==> src/delb_pkg.sv <==
// package for the deferred error logging bank: register indices,
// field positions, reset values, event and access carriers.
// assumes a single core clock and a synchronous register access port.
`default_nettype none
package delb_pkg;

    ////////////////////////////////////////////////////////////////////////
    // widths and reset values
    localparam int unsigned DATA_W = 64;
    localparam logic [63:0] RST_ZERO = 64'h0;

    ////////////////////////////////////////////////////////////////////////
    // bank register indices
    localparam logic [3:0] IDX_CTL = 4'h0;
    localparam logic [3:0] IDX_STATUS = 4'h1;
    localparam logic [3:0] IDX_ADDR = 4'h2;
    localparam logic [3:0] IDX_MISC0 = 4'h3;
    localparam logic [3:0] IDX_CONFIG = 4'h4;
    localparam logic [3:0] IDX_IPID = 4'h5;
    localparam logic [3:0] IDX_SYND = 4'h6;
    localparam logic [3:0] IDX_DESTAT = 4'h8;
    localparam logic [3:0] IDX_DEADDR = 4'h9;
    localparam logic [3:0] IDX_MISCX_FIRST = 4'ha;
    localparam logic [3:0] IDX_MISCX_LAST = 4'hd;
    localparam logic [3:0] IDX_SYNDX_FIRST = 4'he;

    // global register indices
    localparam logic [3:0] GIDX_CAP = 4'h0;
    localparam logic [3:0] GIDX_CTL = 4'h1;
    localparam logic [3:0] GIDX_CR4 = 4'h2;

    ////////////////////////////////////////////////////////////////////////
    // status record fields, shared by primary and deferred status
    localparam int unsigned ST_VALID = 63;
    localparam int unsigned ST_OVER = 62;
    localparam int unsigned ST_UC = 61;
    localparam int unsigned ST_ADDRESS_VALID_FLAG = 58;
    localparam int unsigned ST_SYNDROME_VALID_FLAG = 53;
    localparam int unsigned ST_DEFERRED = 44;
    localparam int unsigned ST_EXT_LSB = 16;
    localparam int unsigned ST_CODE_LSB = 0;
    localparam int unsigned CODE_W = 16;

    // bank configuration fields
    localparam int unsigned CFG_INT_EN = 40;
    localparam int unsigned CFG_DEF_TYPE_LSB = 37;
    localparam int unsigned CFG_DUAL_LOG = 34;
    localparam int unsigned CFG_CODE_CAP = 7;
    localparam int unsigned CFG_DEF_LOG_SUP = 2;
    localparam logic [1:0] DEF_INT_APIC = 2'h1;
    localparam logic [1:0] DEF_INT_SMI = 2'h2;

    // global capability and control fields
    localparam int unsigned CAP_COUNT_W = 8;
    localparam int unsigned CAP_GLOBAL_CONTROL_PRESENT = 8;
    localparam int unsigned CR4_MCE_BIT = 0;

    // first miscellaneous register: threshold low, count high
    localparam int unsigned MISC_THR_LSB = 0;
    localparam int unsigned MISC_CNT_LSB = 32;
    localparam int unsigned MISC_CNT_W = 12;

    ////////////////////////////////////////////////////////////////////////
    // types
    typedef enum logic [1:0] {
        CLS_CORR = 2'h0,
        CLS_DEFER = 2'h1,
        CLS_UNCORR = 2'h2
    } delb_class_t;

    typedef enum logic [1:0] {
        CORE_RUN = 2'b01,
        CORE_SHUT = 2'b10
    } delb_core_t;

    typedef struct packed {
        logic valid;
        delb_class_t cls;
        logic [5:0] type_idx;
        logic addr_valid;
        logic synd_valid;
        logic [15:0] ext_code;
        logic [15:0] code;
        logic [63:0] addr;
        logic [63:0] synd;
        logic [1:0][63:0] synd_x;
        logic [3:0][63:0] misc;
    } delb_err_t;

    typedef struct packed {
        logic rd;
        logic wr;
        logic glob;
        logic [3:0] idx;
        logic [63:0] wdata;
    } delb_req_t;

    typedef struct packed {
        logic valid;
        logic [63:0] data;
    } delb_rsp_t;

endpackage : delb_pkg
`default_nettype wire

==> src/delb_ce_counter.sv <==
// corrected error counter with a software threshold.
// assumes inc_i and load_i are single-cycle strobes on clk_i.
`default_nettype none
module delb_ce_counter #(
    parameter int unsigned CNT_W = delb_pkg::MISC_CNT_W
)(
    // clock and reset
    input wire logic clk_i,
    input wire logic arst_n_i,
    // control
    input wire logic load_i,
    input wire logic [CNT_W-1:0] load_val_i,
    input wire logic inc_i,
    input wire logic [CNT_W-1:0] threshold_i,
    // result
    output logic [CNT_W-1:0] count_o,
    output logic hit_o
);

    logic [CNT_W-1:0] cnt_reg;
    logic [CNT_W-1:0] cnt_next;
    logic hit_reg;
    logic at_max;
    logic [CNT_W-1:0] cnt_base;

    // a load and an increment together: the increment wins on the loaded value
    assign cnt_base = load_i ? load_val_i : cnt_reg;
    assign at_max = &cnt_base;
    assign cnt_next = (inc_i && !at_max) ? cnt_base + 1'b1 : cnt_base;

    always_ff @(posedge clk_i or negedge arst_n_i) begin
        if (!arst_n_i) begin
            cnt_reg <= '0;
            hit_reg <= 1'b0;
        end else begin
            cnt_reg <= cnt_next;
            hit_reg <= inc_i && !at_max && (cnt_next == threshold_i); // [RL20]
        end
    end

    assign count_o = cnt_reg;
    assign hit_o = hit_reg;

endmodule // delb_ce_counter
`default_nettype wire

==> src/delb_bank.sv <==
// one machine-check error logging bank with its deferred error record,
// plus the global capability, bank enable and exception enable state.
// assumes err_i.valid is a one-cycle strobe and req_i is synchronous.
`default_nettype none

// How it works
// [RL1] a deferred error is recorded into the deferred status register
// [RL2] the deferred record survives later, more severe errors in the bank
// [RL3] deferred status bit 63 marks a valid record
// [RL4] deferred status bit 62 marks a deferred error that was dropped
// [RL5] deferred status bit 58 marks a valid deferred address
// [RL6] deferred status bit 53 marks valid syndrome data
// [RL7] deferred status bit 44 marks the record as deferred class
// [RL8] bits 31:16 and 15:0 hold codes only when the code capability is set
// [RL9] deferred address captured like the primary address, valid with 63,58
// [RL10] four extra misc registers are hardware written, first-misc layout
// [RL11] two extra syndrome registers filled when either syndrome bit set
// [RL12] every reporting enable is cleared by reset
// [RL13] global enable exists only when present bit set; ones enable all
// [RL14] capability count reports the number of banks
// [RL15] bank enable gates reporting per error type, bit by bit
// [RL16] status registers survive a warm reset
// [RL17] writing zeros clears a status register and it stays cleared
// [RL18] exception enable bit set raises exception, clear means shutdown
// [RL19] enabled uncorrected errors transfer control to the exception
// [RL20] interrupt on deferred error or corrected count reaching threshold
// [RL21] status registers are always readable regardless of enables
// [RL22] software clears deferred and matching primary status after handling
// [RL23] dual log enable also logs deferred errors in the primary registers
// [RL24] configuration bit 7 reports the deferred code capability
// [RL25] deferred error on a valid record sets overflow, keeps the record
module delb_bank #(
    parameter int unsigned BANK_COUNT = 8,
    parameter int unsigned BANK_ID = 0,
    parameter bit CTL_PRESENT = 1'b1,
    parameter bit CODE_CAP = 1'b1,
    // identification value is arbitrary
    parameter logic [63:0] IPID_VALUE = 64'h0000_0000_0000_0001
)(
    // clock and reset
    input wire logic clk_i,
    input wire logic arst_n_i,
    input wire logic warm_rst_i,
    // register access
    input wire delb_pkg::delb_req_t req_i,
    output var delb_pkg::delb_rsp_t rsp_o,
    // detected errors
    input wire delb_pkg::delb_err_t err_i,
    // reporting
    output logic mce_o,
    output logic shutdown_o,
    output logic defer_int_o,
    output logic defer_smi_o,
    output logic thresh_int_o
);

    ////////////////////////////////////////////////////////////////////////
    // helpers

    function automatic logic wr_hit(delb_pkg::delb_req_t r, logic g,
                                    logic [3:0] i);
        return r.wr && (r.glob == g) && (r.idx == i);
    endfunction

    function automatic logic [63:0] make_rec(delb_pkg::delb_err_t e,
                                             logic with_code);
        logic [63:0] v;
        v = delb_pkg::RST_ZERO;
        v[delb_pkg::ST_VALID] = 1'b1; // [RL3]
        v[delb_pkg::ST_UC] = (e.cls == delb_pkg::CLS_UNCORR);
        v[delb_pkg::ST_ADDRESS_VALID_FLAG] = e.addr_valid; // [RL5]
        v[delb_pkg::ST_SYNDROME_VALID_FLAG] = e.synd_valid; // [RL6]
        v[delb_pkg::ST_DEFERRED] = (e.cls == delb_pkg::CLS_DEFER); // [RL7]
        if (with_code) begin
            v[delb_pkg::ST_EXT_LSB +: delb_pkg::CODE_W] = e.ext_code; // [RL8]
            v[delb_pkg::ST_CODE_LSB +: delb_pkg::CODE_W] = e.code;
        end
        return v;
    endfunction

    ////////////////////////////////////////////////////////////////////////
    // state

    logic [63:0] ctl_reg;
    logic [63:0] status_reg;
    logic [63:0] addr_reg;
    logic [63:0] misc0_reg;
    logic [63:0] synd_reg;
    logic [63:0] destat_reg;
    logic [63:0] deaddr_reg;
    logic [63:0] miscx_reg [4];
    logic [63:0] syndx_reg [2];
    logic [BANK_COUNT-1:0] gctl_reg;
    logic mce_en_reg;
    logic cfg_int_en_reg;
    logic [1:0] cfg_def_type_reg;
    logic cfg_dual_log_reg;
    delb_pkg::delb_core_t core_reg;
    delb_pkg::delb_rsp_t rsp_reg;
    logic mce_reg;
    logic defer_int_reg;
    logic defer_smi_reg;

    ////////////////////////////////////////////////////////////////////////
    // access decode

    wire wr_ctl = wr_hit(req_i, 1'b0, delb_pkg::IDX_CTL);
    wire wr_status = wr_hit(req_i, 1'b0, delb_pkg::IDX_STATUS);
    wire wr_addr = wr_hit(req_i, 1'b0, delb_pkg::IDX_ADDR);
    wire wr_misc0 = wr_hit(req_i, 1'b0, delb_pkg::IDX_MISC0);
    wire wr_config = wr_hit(req_i, 1'b0, delb_pkg::IDX_CONFIG);
    wire wr_synd = wr_hit(req_i, 1'b0, delb_pkg::IDX_SYND);
    wire wr_destat = wr_hit(req_i, 1'b0, delb_pkg::IDX_DESTAT);
    wire wr_deaddr = wr_hit(req_i, 1'b0, delb_pkg::IDX_DEADDR);
    wire wr_gctl = wr_hit(req_i, 1'b1, delb_pkg::GIDX_CTL);
    wire wr_cr4 = wr_hit(req_i, 1'b1, delb_pkg::GIDX_CR4);
    wire [1:0] miscx_sel = 2'(req_i.idx - delb_pkg::IDX_MISCX_FIRST);
    wire syndx_sel = req_i.idx[0];
    wire in_miscx = (req_i.idx >= delb_pkg::IDX_MISCX_FIRST) &&
                    (req_i.idx <= delb_pkg::IDX_MISCX_LAST);
    wire in_syndx = (req_i.idx >= delb_pkg::IDX_SYNDX_FIRST);

    ////////////////////////////////////////////////////////////////////////
    // event classification

    wire ev = err_i.valid;
    wire ev_def = ev && (err_i.cls == delb_pkg::CLS_DEFER);
    wire ev_unc = ev && (err_i.cls == delb_pkg::CLS_UNCORR);
    wire ev_cor = ev && (err_i.cls == delb_pkg::CLS_CORR);

    // a write in the same cycle is applied first, so the event wins
    wire [63:0] destat_base = wr_destat ? req_i.wdata : destat_reg; // [RL17]
    wire [63:0] status_base = wr_status ? req_i.wdata : status_reg; // [RL17]

    wire def_free = !destat_base[delb_pkg::ST_VALID];
    wire def_log = ev_def && def_free; // [RL1]
    wire def_drop = ev_def && !def_free; // [RL25]

    wire prim_take = ev_unc || ev_cor ||
                     (ev_def && cfg_dual_log_reg); // [RL23]
    wire prim_free = !status_base[delb_pkg::ST_VALID] ||
                     (ev_unc && !status_base[delb_pkg::ST_UC]);
    wire prim_log = prim_take && prim_free;
    wire prim_drop = prim_take && !prim_free;
    wire any_log = def_log || prim_log;
    wire synd_log = any_log && err_i.synd_valid; // [RL11]

    wire bank_on = CTL_PRESENT ? gctl_reg[BANK_ID] : 1'b1; // [RL13]
    wire type_on = ctl_reg[err_i.type_idx]; // [RL15]
    wire report = ev_unc && bank_on && type_on; // [RL19]

    ////////////////////////////////////////////////////////////////////////
    // status and address records, untouched by warm reset

    wire [63:0] destat_next =
        def_log ? make_rec(err_i, CODE_CAP) : // [RL1]
        def_drop ? (destat_base | (64'h1 << delb_pkg::ST_OVER)) : // [RL4]
        destat_base;

    wire [63:0] status_next =
        prim_log ? make_rec(err_i, 1'b1) :
        prim_drop ? (status_base | (64'h1 << delb_pkg::ST_OVER)) :
        status_base; // [RL2]

    always_ff @(posedge clk_i or negedge arst_n_i) begin
        if (!arst_n_i) begin
            destat_reg <= delb_pkg::RST_ZERO;
            status_reg <= delb_pkg::RST_ZERO;
        end else begin
            destat_reg <= destat_next; // [RL16]
            status_reg <= status_next; // [RL16]
        end
    end

    always_ff @(posedge clk_i or negedge arst_n_i) begin
        if (!arst_n_i) begin
            deaddr_reg <= delb_pkg::RST_ZERO;
        end else if (def_log && err_i.addr_valid) begin
            deaddr_reg <= err_i.addr; // [RL9]
        end else if (wr_deaddr) begin
            deaddr_reg <= req_i.wdata;
        end
    end

    always_ff @(posedge clk_i or negedge arst_n_i) begin
        if (!arst_n_i) begin
            addr_reg <= delb_pkg::RST_ZERO;
        end else if (prim_log && err_i.addr_valid) begin
            addr_reg <= err_i.addr; // [RL23]
        end else if (wr_addr) begin
            addr_reg <= req_i.wdata;
        end
    end

    always_ff @(posedge clk_i or negedge arst_n_i) begin
        if (!arst_n_i) begin
            synd_reg <= delb_pkg::RST_ZERO;
        end else if (synd_log) begin
            synd_reg <= err_i.synd; // [RL6]
        end else if (wr_synd) begin
            synd_reg <= req_i.wdata;
        end
    end

    ////////////////////////////////////////////////////////////////////////
    // extra miscellaneous and syndrome registers, hardware written

    always_ff @(posedge clk_i or negedge arst_n_i) begin
        if (!arst_n_i) begin
            for (int i = 0; i < 4; i++) begin
                miscx_reg[i] <= delb_pkg::RST_ZERO;
            end
        end else if (any_log) begin
            for (int i = 0; i < 4; i++) begin
                miscx_reg[i] <= err_i.misc[i]; // [RL10]
            end
        end
    end

    always_ff @(posedge clk_i or negedge arst_n_i) begin
        if (!arst_n_i) begin
            for (int i = 0; i < 2; i++) begin
                syndx_reg[i] <= delb_pkg::RST_ZERO;
            end
        end else if (synd_log) begin
            for (int i = 0; i < 2; i++) begin
                syndx_reg[i] <= err_i.synd_x[i]; // [RL11]
            end
        end
    end

    ////////////////////////////////////////////////////////////////////////
    // enables and configuration, cleared by either reset, except misc0_reg, which only arst_n_i clears

    always_ff @(posedge clk_i or negedge arst_n_i) begin
        if (!arst_n_i) begin
            ctl_reg <= delb_pkg::RST_ZERO; // [RL12]
        end else if (warm_rst_i) begin
            ctl_reg <= delb_pkg::RST_ZERO; // [RL12]
        end else if (wr_ctl) begin
            ctl_reg <= req_i.wdata; // [RL15]
        end
    end

    always_ff @(posedge clk_i or negedge arst_n_i) begin
        if (!arst_n_i) begin
            gctl_reg <= '0; // [RL12]
        end else if (warm_rst_i) begin
            gctl_reg <= '0;
        end else if (wr_gctl && CTL_PRESENT) begin
            gctl_reg <= req_i.wdata[BANK_COUNT-1:0]; // [RL13]
        end
    end

    always_ff @(posedge clk_i or negedge arst_n_i) begin
        if (!arst_n_i) begin
            mce_en_reg <= 1'b0; // [RL12]
        end else if (warm_rst_i) begin
            mce_en_reg <= 1'b0;
        end else if (wr_cr4) begin
            mce_en_reg <= req_i.wdata[delb_pkg::CR4_MCE_BIT]; // [RL18]
        end
    end

    always_ff @(posedge clk_i or negedge arst_n_i) begin
        if (!arst_n_i) begin
            cfg_int_en_reg <= 1'b0;
            cfg_def_type_reg <= 2'h0;
            cfg_dual_log_reg <= 1'b0;
        end else if (warm_rst_i) begin
            cfg_int_en_reg <= 1'b0; // [RL12]
            cfg_def_type_reg <= 2'h0;
            cfg_dual_log_reg <= 1'b0;
        end else if (wr_config) begin
            cfg_int_en_reg <= req_i.wdata[delb_pkg::CFG_INT_EN];
            cfg_def_type_reg <= req_i.wdata[delb_pkg::CFG_DEF_TYPE_LSB +: 2];
            cfg_dual_log_reg <= req_i.wdata[delb_pkg::CFG_DUAL_LOG];
        end
    end

    always_ff @(posedge clk_i or negedge arst_n_i) begin
        if (!arst_n_i) begin
            misc0_reg <= delb_pkg::RST_ZERO;
        end else if (wr_misc0) begin
            misc0_reg <= req_i.wdata;
        end
    end

    ////////////////////////////////////////////////////////////////////////
    // corrected error threshold

    logic [delb_pkg::MISC_CNT_W-1:0] ce_count;
    logic ce_hit;

    delb_ce_counter #(
        .CNT_W(delb_pkg::MISC_CNT_W)
    ) delb_ce_counter_i (
        .clk_i(clk_i),
        .arst_n_i(arst_n_i),
        .load_i(wr_misc0),
        .load_val_i(req_i.wdata[delb_pkg::MISC_CNT_LSB +:
                                delb_pkg::MISC_CNT_W]),
        .inc_i(ev_cor),
        .threshold_i(misc0_reg[delb_pkg::MISC_THR_LSB +:
                               delb_pkg::MISC_CNT_W]),
        .count_o(ce_count),
        .hit_o(ce_hit)
    );

    assign thresh_int_o = ce_hit && cfg_int_en_reg; // [RL20]

    ////////////////////////////////////////////////////////////////////////
    // exception, shutdown and deferred interrupts

    wire go_shut = report && !mce_en_reg; // [RL18]

    always_ff @(posedge clk_i or negedge arst_n_i) begin
        if (!arst_n_i) begin
            core_reg <= delb_pkg::CORE_RUN;
        end else begin
            unique case (core_reg)
                delb_pkg::CORE_RUN: begin
                    if (go_shut) begin
                        core_reg <= delb_pkg::CORE_SHUT; // [RL18]
                    end
                end
                delb_pkg::CORE_SHUT: begin
                    if (warm_rst_i) begin
                        core_reg <= delb_pkg::CORE_RUN;
                    end
                end
                default: begin
                    core_reg <= delb_pkg::CORE_RUN;
                end
            endcase
        end
    end

    wire running = (core_reg == delb_pkg::CORE_RUN);

    always_ff @(posedge clk_i or negedge arst_n_i) begin
        if (!arst_n_i) begin
            mce_reg <= 1'b0;
            defer_int_reg <= 1'b0;
            defer_smi_reg <= 1'b0;
        end else begin
            mce_reg <= running && report && mce_en_reg; // [RL19]
            defer_int_reg <= def_log &&
                (cfg_def_type_reg == delb_pkg::DEF_INT_APIC); // [RL20]
            defer_smi_reg <= def_log &&
                (cfg_def_type_reg == delb_pkg::DEF_INT_SMI); // [RL20]
        end
    end

    assign mce_o = mce_reg;
    assign shutdown_o = (core_reg == delb_pkg::CORE_SHUT);
    assign defer_int_o = defer_int_reg;
    assign defer_smi_o = defer_smi_reg;

    ////////////////////////////////////////////////////////////////////////
    // read side, open at all times

    logic [63:0] cfg_rd;
    logic [63:0] misc0_rd;
    logic [63:0] cap_rd;
    logic [63:0] bank_rd;
    logic [63:0] glob_rd;

    always_comb begin
        cfg_rd = delb_pkg::RST_ZERO;
        cfg_rd[delb_pkg::CFG_INT_EN] = cfg_int_en_reg;
        cfg_rd[delb_pkg::CFG_DEF_TYPE_LSB +: 2] = cfg_def_type_reg;
        cfg_rd[delb_pkg::CFG_DUAL_LOG] = cfg_dual_log_reg;
        cfg_rd[delb_pkg::CFG_CODE_CAP] = CODE_CAP; // [RL24]
        cfg_rd[delb_pkg::CFG_DEF_LOG_SUP] = 1'b1;
        misc0_rd = misc0_reg;
        misc0_rd[delb_pkg::MISC_CNT_LSB +: delb_pkg::MISC_CNT_W] = ce_count;
        cap_rd = delb_pkg::RST_ZERO;
        cap_rd[delb_pkg::CAP_COUNT_W-1:0] =
            BANK_COUNT[delb_pkg::CAP_COUNT_W-1:0]; // [RL14]
        cap_rd[delb_pkg::CAP_GLOBAL_CONTROL_PRESENT] = CTL_PRESENT;
    end

    always_comb begin
        bank_rd = delb_pkg::RST_ZERO;
        unique case (req_i.idx)
            delb_pkg::IDX_CTL: bank_rd = ctl_reg;
            delb_pkg::IDX_STATUS: bank_rd = status_reg; // [RL21]
            delb_pkg::IDX_ADDR: bank_rd = addr_reg;
            delb_pkg::IDX_MISC0: bank_rd = misc0_rd;
            delb_pkg::IDX_CONFIG: bank_rd = cfg_rd;
            delb_pkg::IDX_IPID: bank_rd = IPID_VALUE;
            delb_pkg::IDX_SYND: bank_rd = synd_reg;
            delb_pkg::IDX_DESTAT: bank_rd = destat_reg; // [RL21]
            delb_pkg::IDX_DEADDR: bank_rd = deaddr_reg;
            default: begin
                if (in_miscx) begin
                    bank_rd = miscx_reg[miscx_sel];
                end else if (in_syndx) begin
                    bank_rd = syndx_reg[syndx_sel];
                end
            end
        endcase
    end

    always_comb begin
        glob_rd = delb_pkg::RST_ZERO;
        if (req_i.idx == delb_pkg::GIDX_CAP) begin
            glob_rd = cap_rd;
        end else if (req_i.idx == delb_pkg::GIDX_CTL && CTL_PRESENT) begin
            glob_rd[BANK_COUNT-1:0] = gctl_reg;
        end else if (req_i.idx == delb_pkg::GIDX_CR4) begin
            glob_rd[delb_pkg::CR4_MCE_BIT] = mce_en_reg;
        end
    end

    always_ff @(posedge clk_i or negedge arst_n_i) begin
        if (!arst_n_i) begin
            rsp_reg <= '0;
        end else begin
            rsp_reg.valid <= req_i.rd;
            rsp_reg.data <= req_i.glob ? glob_rd : bank_rd;
        end
    end

    assign rsp_o = rsp_reg;

endmodule // delb_bank
`default_nettype wire

==> config.mk <==
export PLATFORM = sky130hd
export DESIGN_NAME = delb_bank
export DESIGN_NICKNAME = d
export VERILOG_FILES = /design/src/delb_pkg.sv /design/src/delb_ce_counter.sv /design/src/delb_bank.sv
export SDC_FILE = /design/constraint.sdc
export NUM_CORES = 2
export LEC_CHECK = 0
export ABC_AREA = 1
export ABC_CLOCK_PERIOD_IN_PS = 2300
export BUFFER_PORTS_ARGS = -buffer_cell sky130_fd_sc_hd__buf_2
export CAP_MARGIN = 30
export CORE_ASPECT_RATIO = 0.7
export CORE_MARGIN = 2
export CORE_UTILIZATION = 32
export CTS_CLUSTER_SIZE = 16
export DETAILED_ROUTE_END_ITERATION = 12
export GPL_ROUTABILITY_DRIVEN = 1
export HOLD_SLACK_MARGIN = 0.06
export SYNTH_ARGS = -nofsm -noshare
export SYNTH_HDL_FRONTEND = slang
export SYNTH_HIERARCHICAL = 1
export SYNTH_SLANG_ARGS = --single-unit
==> constraint.sdc <==
create_clock -name clk_i -period 2.3 [get_ports clk_i]
set_input_delay 0.115 -clock clk_i [delete_from_list [all_inputs] [get_ports clk_i]]
set_output_delay 0.115 -clock clk_i [all_outputs]
set_load 0.01 [all_outputs]
# [Yosys cells after proc, flatten, opt, wreduce, memory -nomap -nowiden]
# Cells that the tools add are included.
[classes] eq_ne=17 shifts=0 order_cmp=6 div=0 bitwise=3 reduce_logical=58 mul=0 add_sub_neg=2 muxes=46
[op_table] op="$mux W64" count=20
[op_table] op="$pmux W64 S9" count=1
[op_table] op="$bmux W64 S2" count=1
[op_table] op="$mux W63" count=2
[op_table] op="$logic_and A1 B1 Y1" count=35
[op_table] op="$mux W12" count=2
[op_table] op="$mux W8" count=3
[op_table] op="$reduce_bool A2 Y1" count=7
[op_table] op="$add A12 B1 Y12 const B" count=1
[op_table] op="$eq A12 B12 Y1" count=1
[op_table] op="$eq A4 B3 Y1 const B" count=3
[op_table] op="$reduce_and A12 Y1" count=1
[op_table] op="$mux W1" count=10
[op_table] op="$eq A4 B2 Y1 const B" count=2
[op_table] op="$eq A4 B4 Y1 const B" count=2
[op_table] op="$ge A4 B4 Y1 const B" count=2
[op_table] op="$mux W2" count=4
[op_table] op="$lt A6 B7 Y1 const B" count=1
[op_table] op="$mux W7" count=1
[op_table] op="$bmux W1 S6" count=1
[op_table] op="$eq A2 B1 Y1 const B" count=3
[op_table] op="$eq A2 B2 Y1 const B" count=3
[op_table] op="$logic_not A1 Y1" count=6
[op_table] op="$reduce_bool A3 Y1" count=2
[op_table] op="other kinds (14)" count=18
[totals] word_cells=160 out_inout_bits=70 inputBits=629 ramBits=0 romBits=0 ff_bits=928 latch_bits=0 n_memories=0

# [Depth between registers and ports, before layout]
[logic_depth] word_depth=11 ltp_mapped=23 depth_no_buf=21

# [By module]
# Netlist, hierarchy kept.
[modules_own_cells] mod="delb_bank" cells_each=5446 instances=1 seq_area_each_um2=22597.9 area_per_inst_um2=43834.5
[modules_own_cells] mod="delb_ce_counter" cells_each=188 instances=1 seq_area_each_um2=325.3 area_per_inst_um2=1273.7

# [Least setup slack after synthesis]
# No wires, ideal clock.
[synth_path] path_kind="input to register" start="input port req_i[64] (netlist name)" end="register delb_ce_counter_i.hit_reg (netlist: delb_ce_counter_i/hit_o)" n_path_buf=2 cell_stages=23 setup_ns=0.071 required_time_ns=2.229 path_slack_ns=-0.332 t_arrival_ns=2.561 cell_sequence="buf_2 -> nand2_1 -> inv_1 -> nand2_1 -> nor2_1 -> buf_6 -> nand2_1 -> o21ai_2 -> inv_1 -> ha_1 -> inv_1 -> nor2_4 -> nand3_4 -> nand2_4 -> inv_4 -> nand2_2 -> nand2_1 -> nand2_2 -> nand2_1 -> nand2_1 -> nor2_1 -> nand2_1 -> nor2_1"
[synth_between] elab_chain_cells=9 word_cells_on_any_way=10 cone_classes="1 x add/sub; 2 x eq/ne; 2 x mux; 5 x reduce/logical"
[synth_lines] item="start, declared" line="delb_bank.sv:45" source="input wire delb_pkg::delb_req_t req_i,"
[synth_lines] item="$eq A4 B2 Y1 *" line="delb_bank.sv:62" source="return r.wr && (r.glob == g) && (r.idx == i);"
[synth_lines] item="$logic_and A1 B1 Y1 *" line="delb_bank.sv:62"
[synth_lines] item="net wr_misc0" line="delb_bank.sv:110" source="wire wr_misc0 = wr_hit(req_i, 1'b0, delb_pkg::IDX_MISC0);"
[synth_lines] item="$mux W12 *" line="delb_ce_counter.sv:27" source="assign cnt_base = load_i ? load_val_i : cnt_reg;"
[synth_lines] item="parallel branches: the longest is 3 deep, another holds $add A12 B1 Y12"
[synth_lines] item="$mux W12 *" line="delb_ce_counter.sv:29" source="assign cnt_next = (inc_i && !at_max) ? cnt_base + 1'b1 : cnt_base;"
[synth_lines] item="net delb_ce_counter_i.cnt_next[9]" line="delb_ce_counter.sv:21" source="logic [CNT_W-1:0] cnt_next;"
[synth_lines] item="$eq A12 B12 Y1 *" line="delb_ce_counter.sv:37" source="hit_reg <= inc_i && !at_max && (cnt_next == threshold_i);"
[synth_lines] item="$logic_and A1 B1 Y1 *" line="delb_ce_counter.sv:37"
[synth_lines] item="end signal, assigned" line="delb_ce_counter.sv:37"
[synth_lines] item="end, declared" line="delb_ce_counter.sv:22" source="logic hit_reg;"
# Mark *: on every way through the listed nets, which the timed path passes.
# A chain may end at the register's enable or synchronous reset.

# [Worst setup path in the final report]
[layout_path] start="register destat_reg[63]" end="register deaddr_reg[37]"
[layout_between] elab_chain_cells=5 word_cells_on_any_way=6 cone_classes="2 x mux; 4 x reduce/logical"
[layout_lines] item="start, declared" line="delb_bank.sv:89" source="logic [63:0] destat_reg;"
[layout_lines] item="start signal, assigned" line="delb_bank.sv:167" source="destat_reg <= delb_pkg::RST_ZERO;"
[layout_lines] item="start signal, assigned" line="delb_bank.sv:170" source="destat_reg <= destat_next;"
[layout_lines] item="$mux W64 *" line="delb_bank.sv:132" source="wire [63:0] destat_base = wr_destat ? req_i.wdata : destat_reg;"
[layout_lines] item="$logic_not A1 Y1 *" line="delb_bank.sv:135" source="wire def_free = !destat_base[delb_pkg::ST_VALID];"
[layout_lines] item="$logic_and A1 B1 Y1 *" line="delb_bank.sv:136" source="wire def_log = ev_def && def_free;"
[layout_lines] item="$logic_and A1 B1 Y1 *" line="delb_bank.sv:178" source="end else if (def_log && err_i.addr_valid) begin"
[layout_lines] item="$mux W64 or $reduce_bool A2 Y1 (tied branches)"
[layout_lines] item="end signal, assigned" line="delb_bank.sv:177" source="deaddr_reg <= delb_pkg::RST_ZERO;"
[layout_lines] item="end signal, assigned" line="delb_bank.sv:179" source="deaddr_reg <= err_i.addr;"
[layout_lines] item="end signal, assigned" line="delb_bank.sv:181" source="deaddr_reg <= req_i.wdata;"
[layout_lines] item="end, declared" line="delb_bank.sv:90" source="logic [63:0] deaddr_reg;"
# Mark *: on every way between the ends. The rest lies on a longest branch, timed or not. The select of a mux whose other input is x is not followed.

==> results.json <==
{
  "synth_top_area_share_pct": 50.76,
  "path_max_fanout": 21,
  "clock_latency_ns": 0.75,
  "wl_per_cell_um": 23.79,
  "syn_nets": 6264,
  "powerDensity_mw_per_mm2": 828.6,
  "synthTopCellsByArea": "dfrtp_1 51%, nand2_1 14%, nand3_1 8.0%, o21ai_0 4.7%, inv_1 4.6%",
  "rr_worst_depth": 10,
  "ant_nets": 0,
  "ios": 699,
  "p_comb_share_pct": 23.7,
  "grt_usage_pct": 28.83,
  "worstMarginPinSlew_ns": 0.8020,
  "r2r-end": "deaddr_reg[37]$_DFFE_PN0P_",
  "synth_edf_count": 0,
  "path_class": "reg2reg",
  "numCtsBuffers": 97,
  "initial_core_util_pct": 32.19,
  "holdCritStartpoint": "req_i[65]",
  "die_area_mm2": 0.1440,
  "first_pass_iters": 6,
  "finish.instance_area_mm2": 0.06251,
  "timing.hold.ws_ns": 0.09524,
  "r2r_slack_ns": 0.06,
  "cts.sinks": 916,
  "dpl-instance-area_mm2": 0.05250,
  "power.internal_mw": 35.39,
  "slew_violations": 0,
  "drive_above_1_share_pct": 18.37,
  "final_core_util_pct": 44.60,
  "period_needed_ns": 2.236,
  "hold_path_depth": 8,
  "synth.cell_area_mm2": 0.04511,
  "cp.required_ns": 2.93,
  "portBuffers": 698,
  "dp.cells": 8071,
  "ys_seq_elements": 916,
  "start_kind": "register",
  "switchingPower_mw": 16.40,
  "die_w_um": 452.8,
  "ys.warnings.count": 6,
  "final-setup-viol-count": 0,
  "vias": 47517,
  "drv_cap": 0,
  "fin_crit_sh_pct": 97.22,
  "first_global_vias": 47054,
  "crit_chain": "inv_1, nand2_1, o21ai_4, nand2_8, inv_4, nand2_4, o21ai_4, buf_12, o211ai_1, dlygate4sd3_1",
  "antenna_found_initial": 34,
  "synth_cell_types": 55,
  "synth_largest_area_cell": "dfrtp_1",
  "fillers": 13707,
  "multi_input_area_mm2": 0.01828,
  "p_clk_share_pct": 31.7,
  "dp_hpwl_um": 143500,
  "seq_area_mm2": 0.02292,
  "slew-limit-headroom_pct": 46.08,
  "rows": 115,
  "endpoint_kind": "register",
  "largest_register_ffs": 256,
  "clk_pin_slew_worst_paths_ns": 0.07,
  "syn_avg_cell_area_um2": 8.006,
  "coreArea_mm2": 0.1401,
  "arrival_ns": 2.87,
  "drt-total-wl_um": 212700,
  "cp_slowest_cell": "dlygate4sd3_1",
  "place_congestion": 0.9786,
  "ys.flop_type": "dfrtp_1",
  "cpMostUsedCell": "o21ai_4",
  "overflow": 0,
  "cpPeakStageDelay_ns": 0.59,
  "drc": 0,
  "area_growth_pct": 38.57,
  "cts_tree": "built",
  "hold_violations": 0,
  "grt_pass1_wl_um": 310100,
  "cts-htree-levels": 3,
  "fin_skew_ns": 0.03368,
  "setup_slack_ns": 0.06391,
  "drtIter0Drc": 5289,
  "hold_path_class": "in2reg",
  "fin_cells": 8937,
  "p_total_mw": 51.79,
  "maxClockFrequency_mhz": 447.2,
  "outcome": "completed",
  "synthCells": 5634,
  "reg2reg_from": "destat_reg[63]$_DFF_PN0_",
  "die_h_um": 318.1,
  "peakVddDrop_uv": 574.1,
  "p_leak_nw": 30.00,
  "pwr-share-seq_pct": 44.7,
  "cts_root_buffer": "clkbuf_16",
  "via_per_inst": 5.317,
  "ctsLongestPathBuffers": 3,
  "grt_max_degree": 78,
  "finalNetCount": 7596,
  "hold_path_end": "status_reg[63]$_DFF_PN0_",
  "dp_slack_ns": -0.06290,
  "p_sw_share_pct": 31.67,
  "ys_seq_area_share_pct": 50.82,
  "setup_tns_ns": 0,
  "async_flop_share_pct": 100.0
}
## metal layers
layer  GRT usage [%]  routed length, um  part of all wire, %  vias to the layer above
met3           6.143              19050                  9.0                      583
met5               0                 77                0.036                        -
met4           15.60              12790                  6.0                       14
met2           45.47              97240                   46                     2630
met1           36.91              83500                   39                    23011
li1                -                  -                    -                    21279
## cells in the mapped netlist, drive strengths merged, types with 63 or more instances
cell	n
nand2	1665
dfrtp	915
nand3	722
inv	566
o21ai	465
clkbuf	224
nor2	212
buf	186
o211ai	129
a21oi	108
o2111ai	88
o22ai	63
## worst max path at each step
stage | cells past startpoint | slack (ns) | start | endpoint
final | 10 | 0.06 | destat_reg[63]$_DFF_PN0_ | deaddr_reg[37]$_DFFE_PN0P_
after global routing | 23 | -0.001 | req_i[66] | delb_ce_counter_i/hit_o$_DFF_PN0_
after CTS | 13 | 0.06 | req_i[65] | deaddr_reg[0]$_DFFE_PN0P_
after detailed placement | 9 | -0.06 | req_i[65] | rsp_o[58]$_DFF_PN0_
after global placement | 9 | -0.11 | req_i[65] | rsp_o[58]$_DFF_PN0_
after floorplan | 23 | 0.02 | req_i[64] | delb_ce_counter_i/hit_o$_DFF_PN0_
## repair_timing
action                     in CTS  in global routing
hold endpoints to repair     1600                  0
resized for setup               0                  6
setup endpoints to repair       0                 22
buffers inserted                0                  8
hold buffers                  659                  0
## placed cells by master, fill, tap and decap left out, types with 8 or more instances in the layout
cell type and instances:
nand2_1 1623, dfrtp_1 914, nand3_1 719, buf_2 694, dlygate4sd3_1 657, inv_1 545
o21ai_0 422, nor2_1 193, buf_4 190, o211ai_1 129, a21oi_1 108, clkbuf_16 100
buf_12 95, o2111ai_1 88, o22ai_1 63, or2_2 59, o221ai_1 54, a221oi_1 44
o21ai_1 37, nand3b_1 34, nand2_2 32, a22oi_1 31, diode_2 26, clkbuf_1 24
clkbuf_8 24, inv_2 17, nor2_4 15, nand4_1 12, clkinv_2 10, a211oi_1 8
## critical path, delay by kind of cell (launching register included)
kind / cells / cell delay, ns
AOI/OAI and AO/OA: 3 / 0.41
and+or+nand+nor: 3 / 0.29
DFF: 1 / 0.39
buffers and inverters: 4 / 1.03
## area by class of cell
type,instances,area share [%]
multi-input cells,3735,29.24
repair buffers,1643,21.63
clock inverters,27,0.5625
well taps,1872,3.747
diodes,26,0.1041
inverters,573,3.463
flip-flops and latches,916,36.67
clock buffers,145,4.574
## cell families after synthesis
| kind of cell | count (synthesis) | share of synthesized area (%) |
|---|---|---|
| simple gates | 2712 | 25.77 |
| compound gates | 1012 | 14.09 |
| buf+inv | 983 | 9.034 |
| flops | 916 | 50.82 |
| xor+xnor | 8 | 0.2163 |
| mux | 2 | 0.04715 |
| fa+ha+maj | 1 | 0.02773 |
## power by group through the flow
stage               sequential [mW]  clock (mW)  combinational, mW
floorplan                      22.6           0               6.79
global placement               23.2           0               10.8
detailed placement             23.3           0               11.1
CTS                            23.0        16.6               12.2
global route                   23.6        17.3               13.7
finish                         23.1        16.4               12.3
No activity file was read; power rests on OpenSTA's default activity.
